<file path="src/logic/scpa_pkg.sv">
// Shared constants for the strap capture and pin alternate function block.
// Assumes a 32-bit classic Wishbone slave with byte addresses on an 8-bit address bus.
package scpa_pkg;

    // ------------------------------------------------------------
    // Sizes
    // ------------------------------------------------------------
    localparam int ADDR_W       = 8;     // Byte address width
    localparam int DATA_W       = 32;    // Bus data width
    localparam int SEL_W        = 4;     // Byte enables
    localparam int NUM_LED      = 5;     // LED pins 0..4
    localparam int NUM_GPIO     = 7;     // GPIO 0..6
    localparam int STRAP_ADDR_W = 3;     // Strapped address bits
    localparam int MGMT_ADDR_W  = 5;     // Address field of a management frame
    localparam int ROUTE_A_W    = 4;     // Wake routing onto GPIO 0..3
    localparam int ROUTE_B_W    = 3;     // Wake routing onto GPIO 4..6
    localparam int VB_W         = 16;    // Vendor bank entry width
    localparam int VB_FIRST     = 'h13;  // First jack-dependent entry
    localparam int VB_LAST      = 'h1e;  // Last jack-dependent entry
    localparam int VB_COUNT     = VB_LAST - VB_FIRST + 1;

    // ------------------------------------------------------------
    // Register byte offsets
    // ------------------------------------------------------------
    localparam logic [ADDR_W-1:0] OFS_STRAP_STAT = 8'h00;
    localparam logic [ADDR_W-1:0] OFS_CTRL       = 8'h04;
    localparam logic [ADDR_W-1:0] OFS_LED_POL    = 8'h08;
    localparam logic [ADDR_W-1:0] OFS_GPIO_EN    = 8'h0c;
    localparam logic [ADDR_W-1:0] OFS_GPIO_DIR   = 8'h10;
    localparam logic [ADDR_W-1:0] OFS_GPIO_OUT   = 8'h14;
    localparam logic [ADDR_W-1:0] OFS_GPIO_IN    = 8'h18;
    localparam logic [ADDR_W-1:0] OFS_ROUTE_A    = 8'h1c;
    localparam logic [ADDR_W-1:0] OFS_ROUTE_B    = 8'h20;
    localparam logic [ADDR_W-1:0] OFS_VB_BASE    = 8'h40;
    localparam logic [ADDR_W-1:0] OFS_VB_END     = 8'h70;  // First byte past the bank
    localparam int                WORD_SHIFT     = 2;

    // ------------------------------------------------------------
    // Field positions
    // ------------------------------------------------------------
    localparam int ST_ADDR_LSB  = 0;   // Strapped address [2:0]
    localparam int ST_POL_LSB   = 4;   // LED polarity [8:4]
    localparam int ST_STYLE_BIT = 9;   // 1 = individual LEDs
    localparam int ST_CLKEN_BIT = 10;  // Clock-out strap
    localparam int ST_JACK_BIT  = 11;  // Jack compatibility strap
    localparam int ST_BCAST_BIT = 12;  // Raw broadcast strap level
    localparam int CTRL_BCAST_BIT  = 0;   // Broadcast address enable
    localparam int CTRL_CLKSRC_BIT = 1;   // Clock-out source select
    localparam int GPIO_INT_PIN = 5;   // Interrupt pin as GPIO
    localparam int GPIO_CLK_PIN = 6;   // Clock-out pin as GPIO

    // ------------------------------------------------------------
    // Values
    // ------------------------------------------------------------
    localparam logic                   CLKSRC_INTERNAL = 1'h0;
    localparam logic [MGMT_ADDR_W-1:0] MGMT_BROADCAST  = 5'h00;
    localparam logic [VB_W-1:0]        VB_STD_BASE     = 16'h0100;  // Plain default
    localparam logic [VB_W-1:0]        VB_JACK_XOR     = 16'h8000;  // Flipped into the default when the jack strap is high

    typedef enum logic {ST_LOAD, ST_RUN} scpa_state_e;

    // Reset value of one vendor bank entry for the given jack strap level
    function automatic logic [VB_W-1:0] scpa_vb_default(input int idx, input logic jack);
        logic [VB_W-1:0] v;
        v = VB_STD_BASE | VB_W'(idx);
        return jack ? (v ^ VB_JACK_XOR) : v;
    endfunction

    // Merge the two low byte lanes of a bus write into a 16-bit field
    function automatic logic [VB_W-1:0] scpa_merge(input logic [VB_W-1:0] old_v,
                                                   input logic [DATA_W-1:0] wdat,
                                                   input logic [SEL_W-1:0] sel);
        logic [VB_W-1:0] v;
        v = old_v;
        if (sel[0]) v[7:0] = wdat[7:0];
        if (sel[1]) v[15:8] = wdat[15:8];
        return v;
    endfunction

endpackage

</file>
<file path="src/logic/scpa_pin_mux.sv">
// Per-pin selection between primary function and general purpose I/O.
// Assumes the caller supplies primary and GPIO drive already decided per pin.
`timescale 1ns/100ps
module scpa_pin_mux #(
    parameter int N = 7
) (
    input  wire logic         clock_in,
    input  wire logic         rst_in,
    input  wire logic         released_in,   // Straps taken, pins may drive
    input  wire logic [N-1:0] gpio_en_in,    // 1 = pin is GPIO
    input  wire logic [N-1:0] prim_out_in,   // Primary function level
    input  wire logic [N-1:0] prim_oe_in,    // Primary function enable
    input  wire logic [N-1:0] gpio_out_in,   // GPIO level
    input  wire logic [N-1:0] gpio_oe_in,    // GPIO enable
    output logic      [N-1:0] pin_out,
    output logic      [N-1:0] pin_oe_out
);

    // ------------------------------------------------------------
    // One registered selector per pin
    // ------------------------------------------------------------
    genvar g;
    generate
        for (g = 0; g < N; g++) begin : g_pin
            wire logic sel_out;  // Chosen level
            wire logic sel_oe;   // Chosen enable

            // GPIO enable overrides the primary function
            assign sel_out = gpio_en_in[g] ? gpio_out_in[g] : prim_out_in[g];
            // Nothing drives while straps may still be sampled
            assign sel_oe  = released_in & (gpio_en_in[g] ? gpio_oe_in[g] : prim_oe_in[g]);

            // Registered so pins change only on clock edges
            always_ff @(posedge clock_in or posedge rst_in) begin
                if (rst_in) begin
                    pin_out[g]    <= 1'h0;
                    pin_oe_out[g] <= 1'h0;
                end else begin
                    pin_out[g]    <= sel_out;
                    pin_oe_out[g] <= sel_oe;
                end
            end
        end
    endgenerate

endmodule

</file>
<file path="src/logic/scpa_strap_top.sv">
// Strap capture, management address match and shared pin control.
// Assumes a classic Wishbone master and board straps settled at reset release.
`timescale 1ns/100ps
module scpa_strap_top
    import scpa_pkg::*;
(
    input  wire logic                              clock_in,
    input  wire logic                              rst_in,
    // Wishbone slave
    input  wire logic                              wb_cyc_in,
    input  wire logic                              wb_stb_in,
    input  wire logic                              wb_we_in,
    input  wire logic [scpa_pkg::ADDR_W-1:0]       wb_adr_in,
    input  wire logic [scpa_pkg::SEL_W-1:0]        wb_sel_in,
    input  wire logic [scpa_pkg::DATA_W-1:0]       wb_dat_in,
    output logic      [scpa_pkg::DATA_W-1:0]       wb_dat_out,
    output logic                                   wb_ack_out,
    // Straps
    input  wire logic [scpa_pkg::STRAP_ADDR_W-1:0] mgmt_addr_straps_in,
    input  wire logic                              broadcast_addr_strap_in,
    input  wire logic                              refclk_out_enable_strap_in,
    input  wire logic                              led_style_strap_in,
    input  wire logic                              jack_center_tap_compat_strap_in,
    // Shared pins: 0..4 LEDs, 5 interrupt, 6 clock-out
    input  wire logic [scpa_pkg::NUM_GPIO-1:0]     pin_in,
    output logic      [scpa_pkg::NUM_GPIO-1:0]     pin_out,
    output logic      [scpa_pkg::NUM_GPIO-1:0]     pin_oe_out,
    // Primary functions from the rest of the device
    input  wire logic [scpa_pkg::NUM_LED-1:0]      led_lit_in,
    input  wire logic                              int_req_in,
    input  wire logic                              int_refclk_in,
    input  wire logic                              alt_refclk_in,
    input  wire logic                              wake_event_in,
    // Management frame address check
    input  wire logic [scpa_pkg::MGMT_ADDR_W-1:0]  frame_addr_in,
    input  wire logic                              frame_addr_valid_in,
    output logic                                   frame_addr_match_out,
    // Configuration seen by the rest of the device
    output logic [scpa_pkg::STRAP_ADDR_W-1:0]      mgmt_addr_out,
    output logic                                   broadcast_addr_enable_out,
    output logic                                   led_style_out,
    output logic                                   strap_done_out
);
    import scpa_pkg::*;

    // ------------------------------------------------------------
    // State
    // ------------------------------------------------------------
    scpa_state_e                 state_ff;          // Load then run
    scpa_state_e                 nxt_state;
    logic [STRAP_ADDR_W-1:0]     addr_strap_ff;     // Captured address
    logic                        bcast_strap_ff;    // Raw broadcast strap
    logic                        clken_strap_ff;    // Clock-out strap
    logic                        style_ff;          // LED style strap
    logic                        jack_ff;           // Jack strap
    logic                        bcast_en_ff;       // Broadcast enable bit
    logic                        clksrc_ff;         // Clock-out source
    logic [NUM_LED-1:0]          led_pol_ff;        // 1 = LED active high
    logic [NUM_GPIO-1:0]         gpio_en_ff;        // Pin is GPIO
    logic [NUM_GPIO-1:0]         gpio_dir_ff;       // GPIO drives
    logic [NUM_GPIO-1:0]         gpio_dout_ff;      // GPIO level
    logic [NUM_GPIO-1:0]         gpio_in_ff;        // Sampled pin levels
    logic [ROUTE_A_W-1:0]        route_a_ff;        // Wake onto GPIO 0..3
    logic [ROUTE_B_W-1:0]        route_b_ff;        // Wake onto GPIO 4..6
    logic [VB_W-1:0]             vb_ff [VB_COUNT];  // Vendor bank entries
    logic                        ack_ff;
    logic [DATA_W-1:0]           rdat_ff;
    logic                        match_ff;

    // ------------------------------------------------------------
    // Sequencing and bus decode
    // ------------------------------------------------------------
    wire logic              loading  = (state_ff == ST_LOAD);
    wire logic              running  = (state_ff == ST_RUN);
    // Requests wait for the strap load so it never races a write
    wire logic              req      = wb_cyc_in & wb_stb_in & ~ack_ff & running;
    wire logic              wr       = req & wb_we_in;
    wire logic              hit_stat = (wb_adr_in == OFS_STRAP_STAT);
    wire logic              hit_ctrl = (wb_adr_in == OFS_CTRL);
    wire logic              hit_pol  = (wb_adr_in == OFS_LED_POL);
    wire logic              hit_en   = (wb_adr_in == OFS_GPIO_EN);
    wire logic              hit_dir  = (wb_adr_in == OFS_GPIO_DIR);
    wire logic              hit_dout = (wb_adr_in == OFS_GPIO_OUT);
    wire logic              hit_gin  = (wb_adr_in == OFS_GPIO_IN);
    wire logic              hit_ra   = (wb_adr_in == OFS_ROUTE_A);
    wire logic              hit_rb   = (wb_adr_in == OFS_ROUTE_B);
    wire logic              hit_vb   = (wb_adr_in >= OFS_VB_BASE) & (wb_adr_in < OFS_VB_END)
                                       & (wb_adr_in[WORD_SHIFT-1:0] == '0);
    wire logic [ADDR_W-1:0] vb_off   = wb_adr_in - OFS_VB_BASE;
    wire logic [ADDR_W-1:0] vb_idx   = vb_off >> WORD_SHIFT;
    wire logic              lane0    = wb_sel_in[0];

    // Strap status word
    wire logic [DATA_W-1:0] stat_word = (DATA_W'(addr_strap_ff) << ST_ADDR_LSB)
                                      | (DATA_W'(led_pol_ff) << ST_POL_LSB)
                                      | (DATA_W'(style_ff) << ST_STYLE_BIT)
                                      | (DATA_W'(clken_strap_ff) << ST_CLKEN_BIT)
                                      | (DATA_W'(jack_ff) << ST_JACK_BIT)
                                      | (DATA_W'(bcast_strap_ff) << ST_BCAST_BIT);
    wire logic [DATA_W-1:0] ctrl_word = (DATA_W'(bcast_en_ff) << CTRL_BCAST_BIT)
                                      | (DATA_W'(clksrc_ff) << CTRL_CLKSRC_BIT);
    // Unmapped addresses read as zero and are still acknowledged
    wire logic [DATA_W-1:0] rd_data   = hit_stat ? stat_word :
                                        hit_ctrl ? ctrl_word :
                                        hit_pol  ? DATA_W'(led_pol_ff) :
                                        hit_en   ? DATA_W'(gpio_en_ff) :
                                        hit_dir  ? DATA_W'(gpio_dir_ff) :
                                        hit_dout ? DATA_W'(gpio_dout_ff) :
                                        hit_gin  ? DATA_W'(gpio_in_ff) :
                                        hit_ra   ? DATA_W'(route_a_ff) :
                                        hit_rb   ? DATA_W'(route_b_ff) :
                                        hit_vb   ? DATA_W'(vb_ff[vb_idx[3:0]]) : '0;

    // ------------------------------------------------------------
    // Load then run: one strap sample after reset release
    // ------------------------------------------------------------
    assign nxt_state = ST_RUN;

    always_ff @(posedge clock_in or posedge rst_in) begin
        if (rst_in) begin
            state_ff <= ST_LOAD;
        end else begin
            state_ff <= nxt_state;
        end
    end

    // Captured straps; async reset cannot take a port value, so load is clocked
    always_ff @(posedge clock_in or posedge rst_in) begin
        if (rst_in) begin
            addr_strap_ff  <= '0;
            bcast_strap_ff <= 1'h0;
            clken_strap_ff <= 1'h0;
            style_ff       <= 1'h0;
            jack_ff        <= 1'h0;
        end else if (loading) begin
            addr_strap_ff  <= mgmt_addr_straps_in;
            bcast_strap_ff <= broadcast_addr_strap_in;
            clken_strap_ff <= refclk_out_enable_strap_in;
            style_ff       <= led_style_strap_in;
            jack_ff        <= jack_center_tap_compat_strap_in;
        end
    end

    // ------------------------------------------------------------
    // Software registers; broadcast enable, LED polarity and vendor bank defaults come from straps
    // ------------------------------------------------------------
    // Control bits: broadcast enable and clock-out source
    always_ff @(posedge clock_in or posedge rst_in) begin
        if (rst_in) begin
            bcast_en_ff <= 1'h0;
            clksrc_ff   <= CLKSRC_INTERNAL;
        end else if (loading) begin
            bcast_en_ff <= ~broadcast_addr_strap_in;
            clksrc_ff   <= CLKSRC_INTERNAL;
        end else if (wr & hit_ctrl & lane0) begin
            bcast_en_ff <= wb_dat_in[CTRL_BCAST_BIT];
            clksrc_ff   <= wb_dat_in[CTRL_CLKSRC_BIT];
        end
    end

    // LED polarity: default is the inverse of the level on each LED pin
    always_ff @(posedge clock_in or posedge rst_in) begin
        if (rst_in) begin
            led_pol_ff <= '0;
        end else if (loading) begin
            led_pol_ff <= ~pin_in[NUM_LED-1:0];
        end else if (wr & hit_pol & lane0) begin
            led_pol_ff <= wb_dat_in[NUM_LED-1:0];
        end
    end

    // GPIO enable, direction, data and wake routing
    always_ff @(posedge clock_in or posedge rst_in) begin
        if (rst_in) begin
            gpio_en_ff   <= '0;
            gpio_dir_ff  <= '0;
            gpio_dout_ff <= '0;
            route_a_ff   <= '0;
            route_b_ff   <= '0;
        end else if (wr & lane0) begin
            if (hit_en) gpio_en_ff <= wb_dat_in[NUM_GPIO-1:0];
            if (hit_dir) gpio_dir_ff <= wb_dat_in[NUM_GPIO-1:0];
            if (hit_dout) gpio_dout_ff <= wb_dat_in[NUM_GPIO-1:0];
            if (hit_ra) route_a_ff <= wb_dat_in[ROUTE_A_W-1:0];
            if (hit_rb) route_b_ff <= wb_dat_in[ROUTE_B_W-1:0];
        end
    end

    // Pin levels for the GPIO input register, every cycle
    always_ff @(posedge clock_in or posedge rst_in) begin
        if (rst_in) begin
            gpio_in_ff <= '0;
        end else begin
            gpio_in_ff <= pin_in;
        end
    end

    // Vendor bank: defaults depend on the jack strap, then software owns them
    genvar v;
    generate
        for (v = 0; v < VB_COUNT; v++) begin : g_vb
            wire logic hit_me = wr & hit_vb & (vb_idx == ADDR_W'(v));
            always_ff @(posedge clock_in or posedge rst_in) begin
                if (rst_in) begin
                    vb_ff[v] <= '0;
                end else if (loading) begin
                    vb_ff[v] <= scpa_vb_default(VB_FIRST + v, jack_center_tap_compat_strap_in);
                end else if (hit_me) begin
                    vb_ff[v] <= scpa_merge(vb_ff[v], wb_dat_in, wb_sel_in);
                end
            end
        end
    endgenerate

    // ------------------------------------------------------------
    // Bus answer: ack one cycle after the request is taken
    // ------------------------------------------------------------
    always_ff @(posedge clock_in or posedge rst_in) begin
        if (rst_in) begin
            ack_ff  <= 1'h0;
            rdat_ff <= '0;
        end else begin
            ack_ff  <= req;
            rdat_ff <= (req & ~wb_we_in) ? rd_data : '0;
        end
    end

    // ------------------------------------------------------------
    // Management address match
    // ------------------------------------------------------------
    wire logic own_hit   = (frame_addr_in == MGMT_ADDR_W'(addr_strap_ff));
    wire logic bcast_hit = bcast_en_ff & (frame_addr_in == MGMT_BROADCAST);

    always_ff @(posedge clock_in or posedge rst_in) begin
        if (rst_in) begin
            match_ff <= 1'h0;
        end else begin
            match_ff <= running & frame_addr_valid_in & (own_hit | bcast_hit);
        end
    end

    // ------------------------------------------------------------
    // Primary and GPIO drive per pin
    // ------------------------------------------------------------
    logic [NUM_GPIO-1:0] prim_out;
    logic [NUM_GPIO-1:0] prim_oe;
    logic [NUM_GPIO-1:0] route_all;
    logic [NUM_GPIO-1:0] wake_on;
    logic [NUM_GPIO-1:0] gp_out;
    logic [NUM_GPIO-1:0] gp_oe;

    // LEDs: pin level is the lit state seen through the polarity bit
    assign prim_out[NUM_LED-1:0]   = ~(led_lit_in ^ led_pol_ff);
    assign prim_oe[NUM_LED-1:0]    = '1;
    // Interrupt is open-drain, active low
    assign prim_out[GPIO_INT_PIN]  = 1'h0;
    assign prim_oe[GPIO_INT_PIN]   = int_req_in;
    // Clock-out only drives when its strap was high
    assign prim_out[GPIO_CLK_PIN]  = clksrc_ff ? alt_refclk_in : int_refclk_in;
    assign prim_oe[GPIO_CLK_PIN]   = clken_strap_ff;
    // Wake is active low and only reaches pins that are GPIO
    assign route_all = {route_b_ff, route_a_ff};
    assign wake_on   = route_all & gpio_en_ff;
    assign gp_out    = (wake_on & {NUM_GPIO{~wake_event_in}}) | (~wake_on & gpio_dout_ff);
    assign gp_oe     = wake_on | gpio_dir_ff;

    scpa_pin_mux #(
        .N (NUM_GPIO)
    ) u_mux (
        .clock_in    (clock_in),
        .rst_in      (rst_in),
        .released_in (running),
        .gpio_en_in  (gpio_en_ff),
        .prim_out_in (prim_out),
        .prim_oe_in  (prim_oe),
        .gpio_out_in (gp_out),
        .gpio_oe_in  (gp_oe),
        .pin_out     (pin_out),
        .pin_oe_out  (pin_oe_out)
    );

    // ------------------------------------------------------------
    // Outputs
    // ------------------------------------------------------------
    assign wb_ack_out                = ack_ff;
    assign wb_dat_out                = rdat_ff;
    assign frame_addr_match_out      = match_ff;
    assign mgmt_addr_out             = addr_strap_ff;
    assign broadcast_addr_enable_out = bcast_en_ff;
    assign led_style_out             = style_ff;
    assign strap_done_out            = running;

endmodule

</file>
<file path="config.mk">
export PLATFORM = sky130hd
export DESIGN_NAME = scpa_strap_top
export DESIGN_NICKNAME = d
export VERILOG_FILES = /design/src/logic/scpa_pkg.sv /design/src/logic/scpa_pin_mux.sv /design/src/logic/scpa_strap_top.sv
export SDC_FILE = /design/constraint.sdc
export NUM_CORES = 1
export LEC_CHECK = 0
export BUFFER_PORTS_ARGS = -buffer_cell sky130_fd_sc_hd__clkbuf_2
export CORE_UTILIZATION = 55
export CTS_BUF_LIST = sky130_fd_sc_hd__clkbuf_8
export CTS_CLUSTER_DIAMETER = 30
export DETAILED_ROUTE_END_ITERATION = 12
export PLACE_DENSITY = 0.78
export SYNTH_ARGS = -nofsm -noshare
export SYNTH_HDL_FRONTEND = slang
export SYNTH_SLANG_ARGS = --single-unit
</file>
<file path="constraint.sdc">
create_clock -name clock_in -period 8 [get_ports clock_in]
set_input_delay 0.4 -clock clock_in [delete_from_list [all_inputs] [get_ports clock_in]]
set_output_delay 0.4 -clock clock_in [all_outputs]
set_load 0.02 [all_outputs]
</file>
==> metrics.txt <==
status complete, no violations; synthesized area per cell approximately 13 um2; CP Capture Type register; largest cells by area after synthesis dfrtp_1, mux2_2, mux4_2; f_max about 300 MHz; post-layout min period 3.343 ns; CTS resizes 0; Synth top area share 52.37%; largest net degree at the start of global routing ~140; Std-Cell Rows 56; mapped cell area roughly 0.013 mm2; max-cap viol count 0; Final Setup Violations 0; wire per inst around 21 um; slowest stage delay, CP slightly below 1 ns; Pins Over Slew Limit 0; period utilization 41.79%; DR iter-0 viols between 700 and 800; antenna fix cells 0; FILL cells roughly 1700; Clock Tree Buf Depth 3; nets@finish 1199; worst-path maximum fanout 37; CTS tree built; prevailing post-synth register cell dfrtp_1; FF-to-FF path depth 4; area leader, netlist dfrtp_1; Num CTS Buffers between 40 and 50; layout cells sized above 1 about two fifths; reg2reg setup slack roughly 4.7 ns; HPWL Detailed about 20000 um; Placer Congestion approximately 0.89; Cell Pwr Density ~220 mW/mm2; Startpoint Class register; Critical Path, Cell by Cell and4b_1 > nand3_1 > nor3_1 > mux2_2; die footprint 0.02443 mm2; critical path required time around 8.4 ns; crit path max-delay cell type nor3_1; Post-DRT Antenna Nets 0; critical path arrival 3.78 ns; TritonRoute pass-1 iters 5; Worst Skew roughly 0.019 ns; commonest cells after routing, fill and taps aside dfrtp_1, mux2_2, clkbuf_2, nor2_1, a21oi_1; RSZ-0062 raised after global routing no; RR Startpoint strap_done_out; static leakage power about 0.0067 uW; Unique masters post-synth 62; Clock Latency Late Sink ~0.56 ns; total number of vias ~8800; vias in the first global route a little under 9000; Worst slew margin about a fifth; Final Hold Violating Endpoints 0; post-placement setup slack 4.326 ns; initial antenna violation count 0; Crit Reg-Reg Endpoint route_a_ff[0]; Die H 156.3 um; number of synthesized register bits 274; synth warn 0; Setup Crit Path Kind reg2reg; DRC viols 0; register area share after synthesis between 50% and 60%; CTS Root Cell clkbuf_8; Clk pin slew, worst setup/hold paths about 0.060 ns; H-tree Lvls 2; Vias/cell approximately 6; GRT Total Usage between 20% and 30%; die width between 150 and 200 um; final WL roughly 31000 um; setup TNS 0 ns; Port Buffers 97; worst hold slack 0.05790 ns; most common cell after layout, fill and taps aside dfrtp_1; Post-synth EDFFs 0; final worst slack between 4 and 5 ns; Non-Filler Instances about 1500; worst min-delay path category in2async; Async S/R FF share, synth between 90% and 100%; first-pass GRT wire length ~50000 um; Starting Density a little under three fifths; Overflow after GRT 0; synthesized instance count ~1000; core area 0.02340 mm2; P&R area growth vs syn 13.80%; placed insts approximately 1400; IO Count about 130; VDD IR max 108.7 uV; worst-margin pin slew 1.178 ns; CTS sink count approximately 270
[where the power goes]
| part | internal (uW) | switching (uW) | total, uW |
|---|---|---|---|
| Sequential | 1490 | 59.0 | 1550 |
| Combinational | 175 | 211 | 386 |
| Clock | 806 | 561 | 1370 |
| Total | 2470 | 831 | 3300 |
[layer usage]
layer	vias up	wire length (um)	global-route usage [%]	share of wire, %
met5	-	0	0	0
met4	0	846	9.430	2.7
met3	73	2071	5.012	6.6
met2	377	14830	42.39	47
met1	4425	13520	35.87	43
li1	3890	-	-	-
[worst max-delay path: cells and delay by family (launching register included)]
kind,cells,cell delay (ns)
and+or+nand+nor,3,1.97
DFF,1,0.78
muxes,1,0.41
[kinds of logic (layout without fill, tap and decap cells)]
logic type,Yosys count,in the layout,synth area share [%]
flops,274,274,52.37
mux,262,262,25.46
buf+inv,92,222,3.584
xor+xnor,7,7,0.4683
simple gates,199,199,7.703
compound gates,175,175,10.36
other cells,2,17,0.05736
[through the flow]
stage               util [%]  instance area (um2)  power, uW
floorplan                  -                13150       1838
global placement       58.79                13760       1932
detailed placement     58.79                13760       1950
CTS                    63.67                14900       3323
global route           63.67                14900       3422
finish                 63.67                14900       3299
[state kept, by name (all words and copies together) (netlist names), 4 cells and up]
| signal | cells |
|---|---|
| gpio_in_ff | 7 |
| gpio_dir_ff | 7 |
| gpio_en_ff | 7 |
| led_pol_ff | 5 |
| gpio_dout_ff | 7 |
| wb_dat_out | 16 |
| u_mux.pin_oe_out | 7 |
| vb_ff | 192 |
| route_a_ff | 4 |
| u_mux.pin_out | 7 |
[synthesized netlist by cell type (all sizes together), types with 3 or more instances]
cell type,n
a211oi,5
a21boi,12
a21oi,62
a221oi,12
a22oi,10
and2,17
and3,5
buf,56
clkbuf,21
dfrtp,274
inv,15
mux2,188
mux2i,36
mux4,38
nand2,40
nand2b,14
nand3,3
nor2,80
nor2b,14
nor3,8
nor4,3
nor4b,3
o211ai,8
o21ai,27
o22ai,4
o31ai,9
o41ai,9
or3,3
xor2,7
[worst max path at each step]
stage / from / to / slack, ns / depth (start not counted)
CTS: strap_done_out / route_a_ff[0] / 4.75 / 4
global route: strap_done_out / route_a_ff[0] / 4.59 / 4
finish: strap_done_out / route_a_ff[0] / 4.66 / 4
global placement: wb_adr_in[3] / vb_ff[137] / 4.35 / 6
floorplan: rst_in / bcast_strap_ff / 0.05 / 1
detailed placement: wb_adr_in[3] / vb_ff[140] / 4.33 / 6
[timing repair]
action                                  in CTS  in global routing
buffers inserted                             0                  0
endpoints found under the setup margin       0                  0
hold buffers                                 9                  0
hold endpoints to repair                     8                  0
[cell type report]
| cell class | count | area [um2] | area share (%) |
|---|---|---|---|
| Sequential cell | 274 | 6860 | 46.04 |
| Multi-Input combinational cell | 660 | 5823 | 39.08 |
| Clock buffer | 60 | 825.8 | 5.542 |
| Timing Repair Buffer | 121 | 703.2 | 4.720 |
| Tap cell | 319 | 399.1 | 2.679 |
| Clock inverter | 26 | 224.0 | 1.503 |
| Inverter | 15 | 63.81 | 0.4283 |
(Power assumes the default switching activity.)
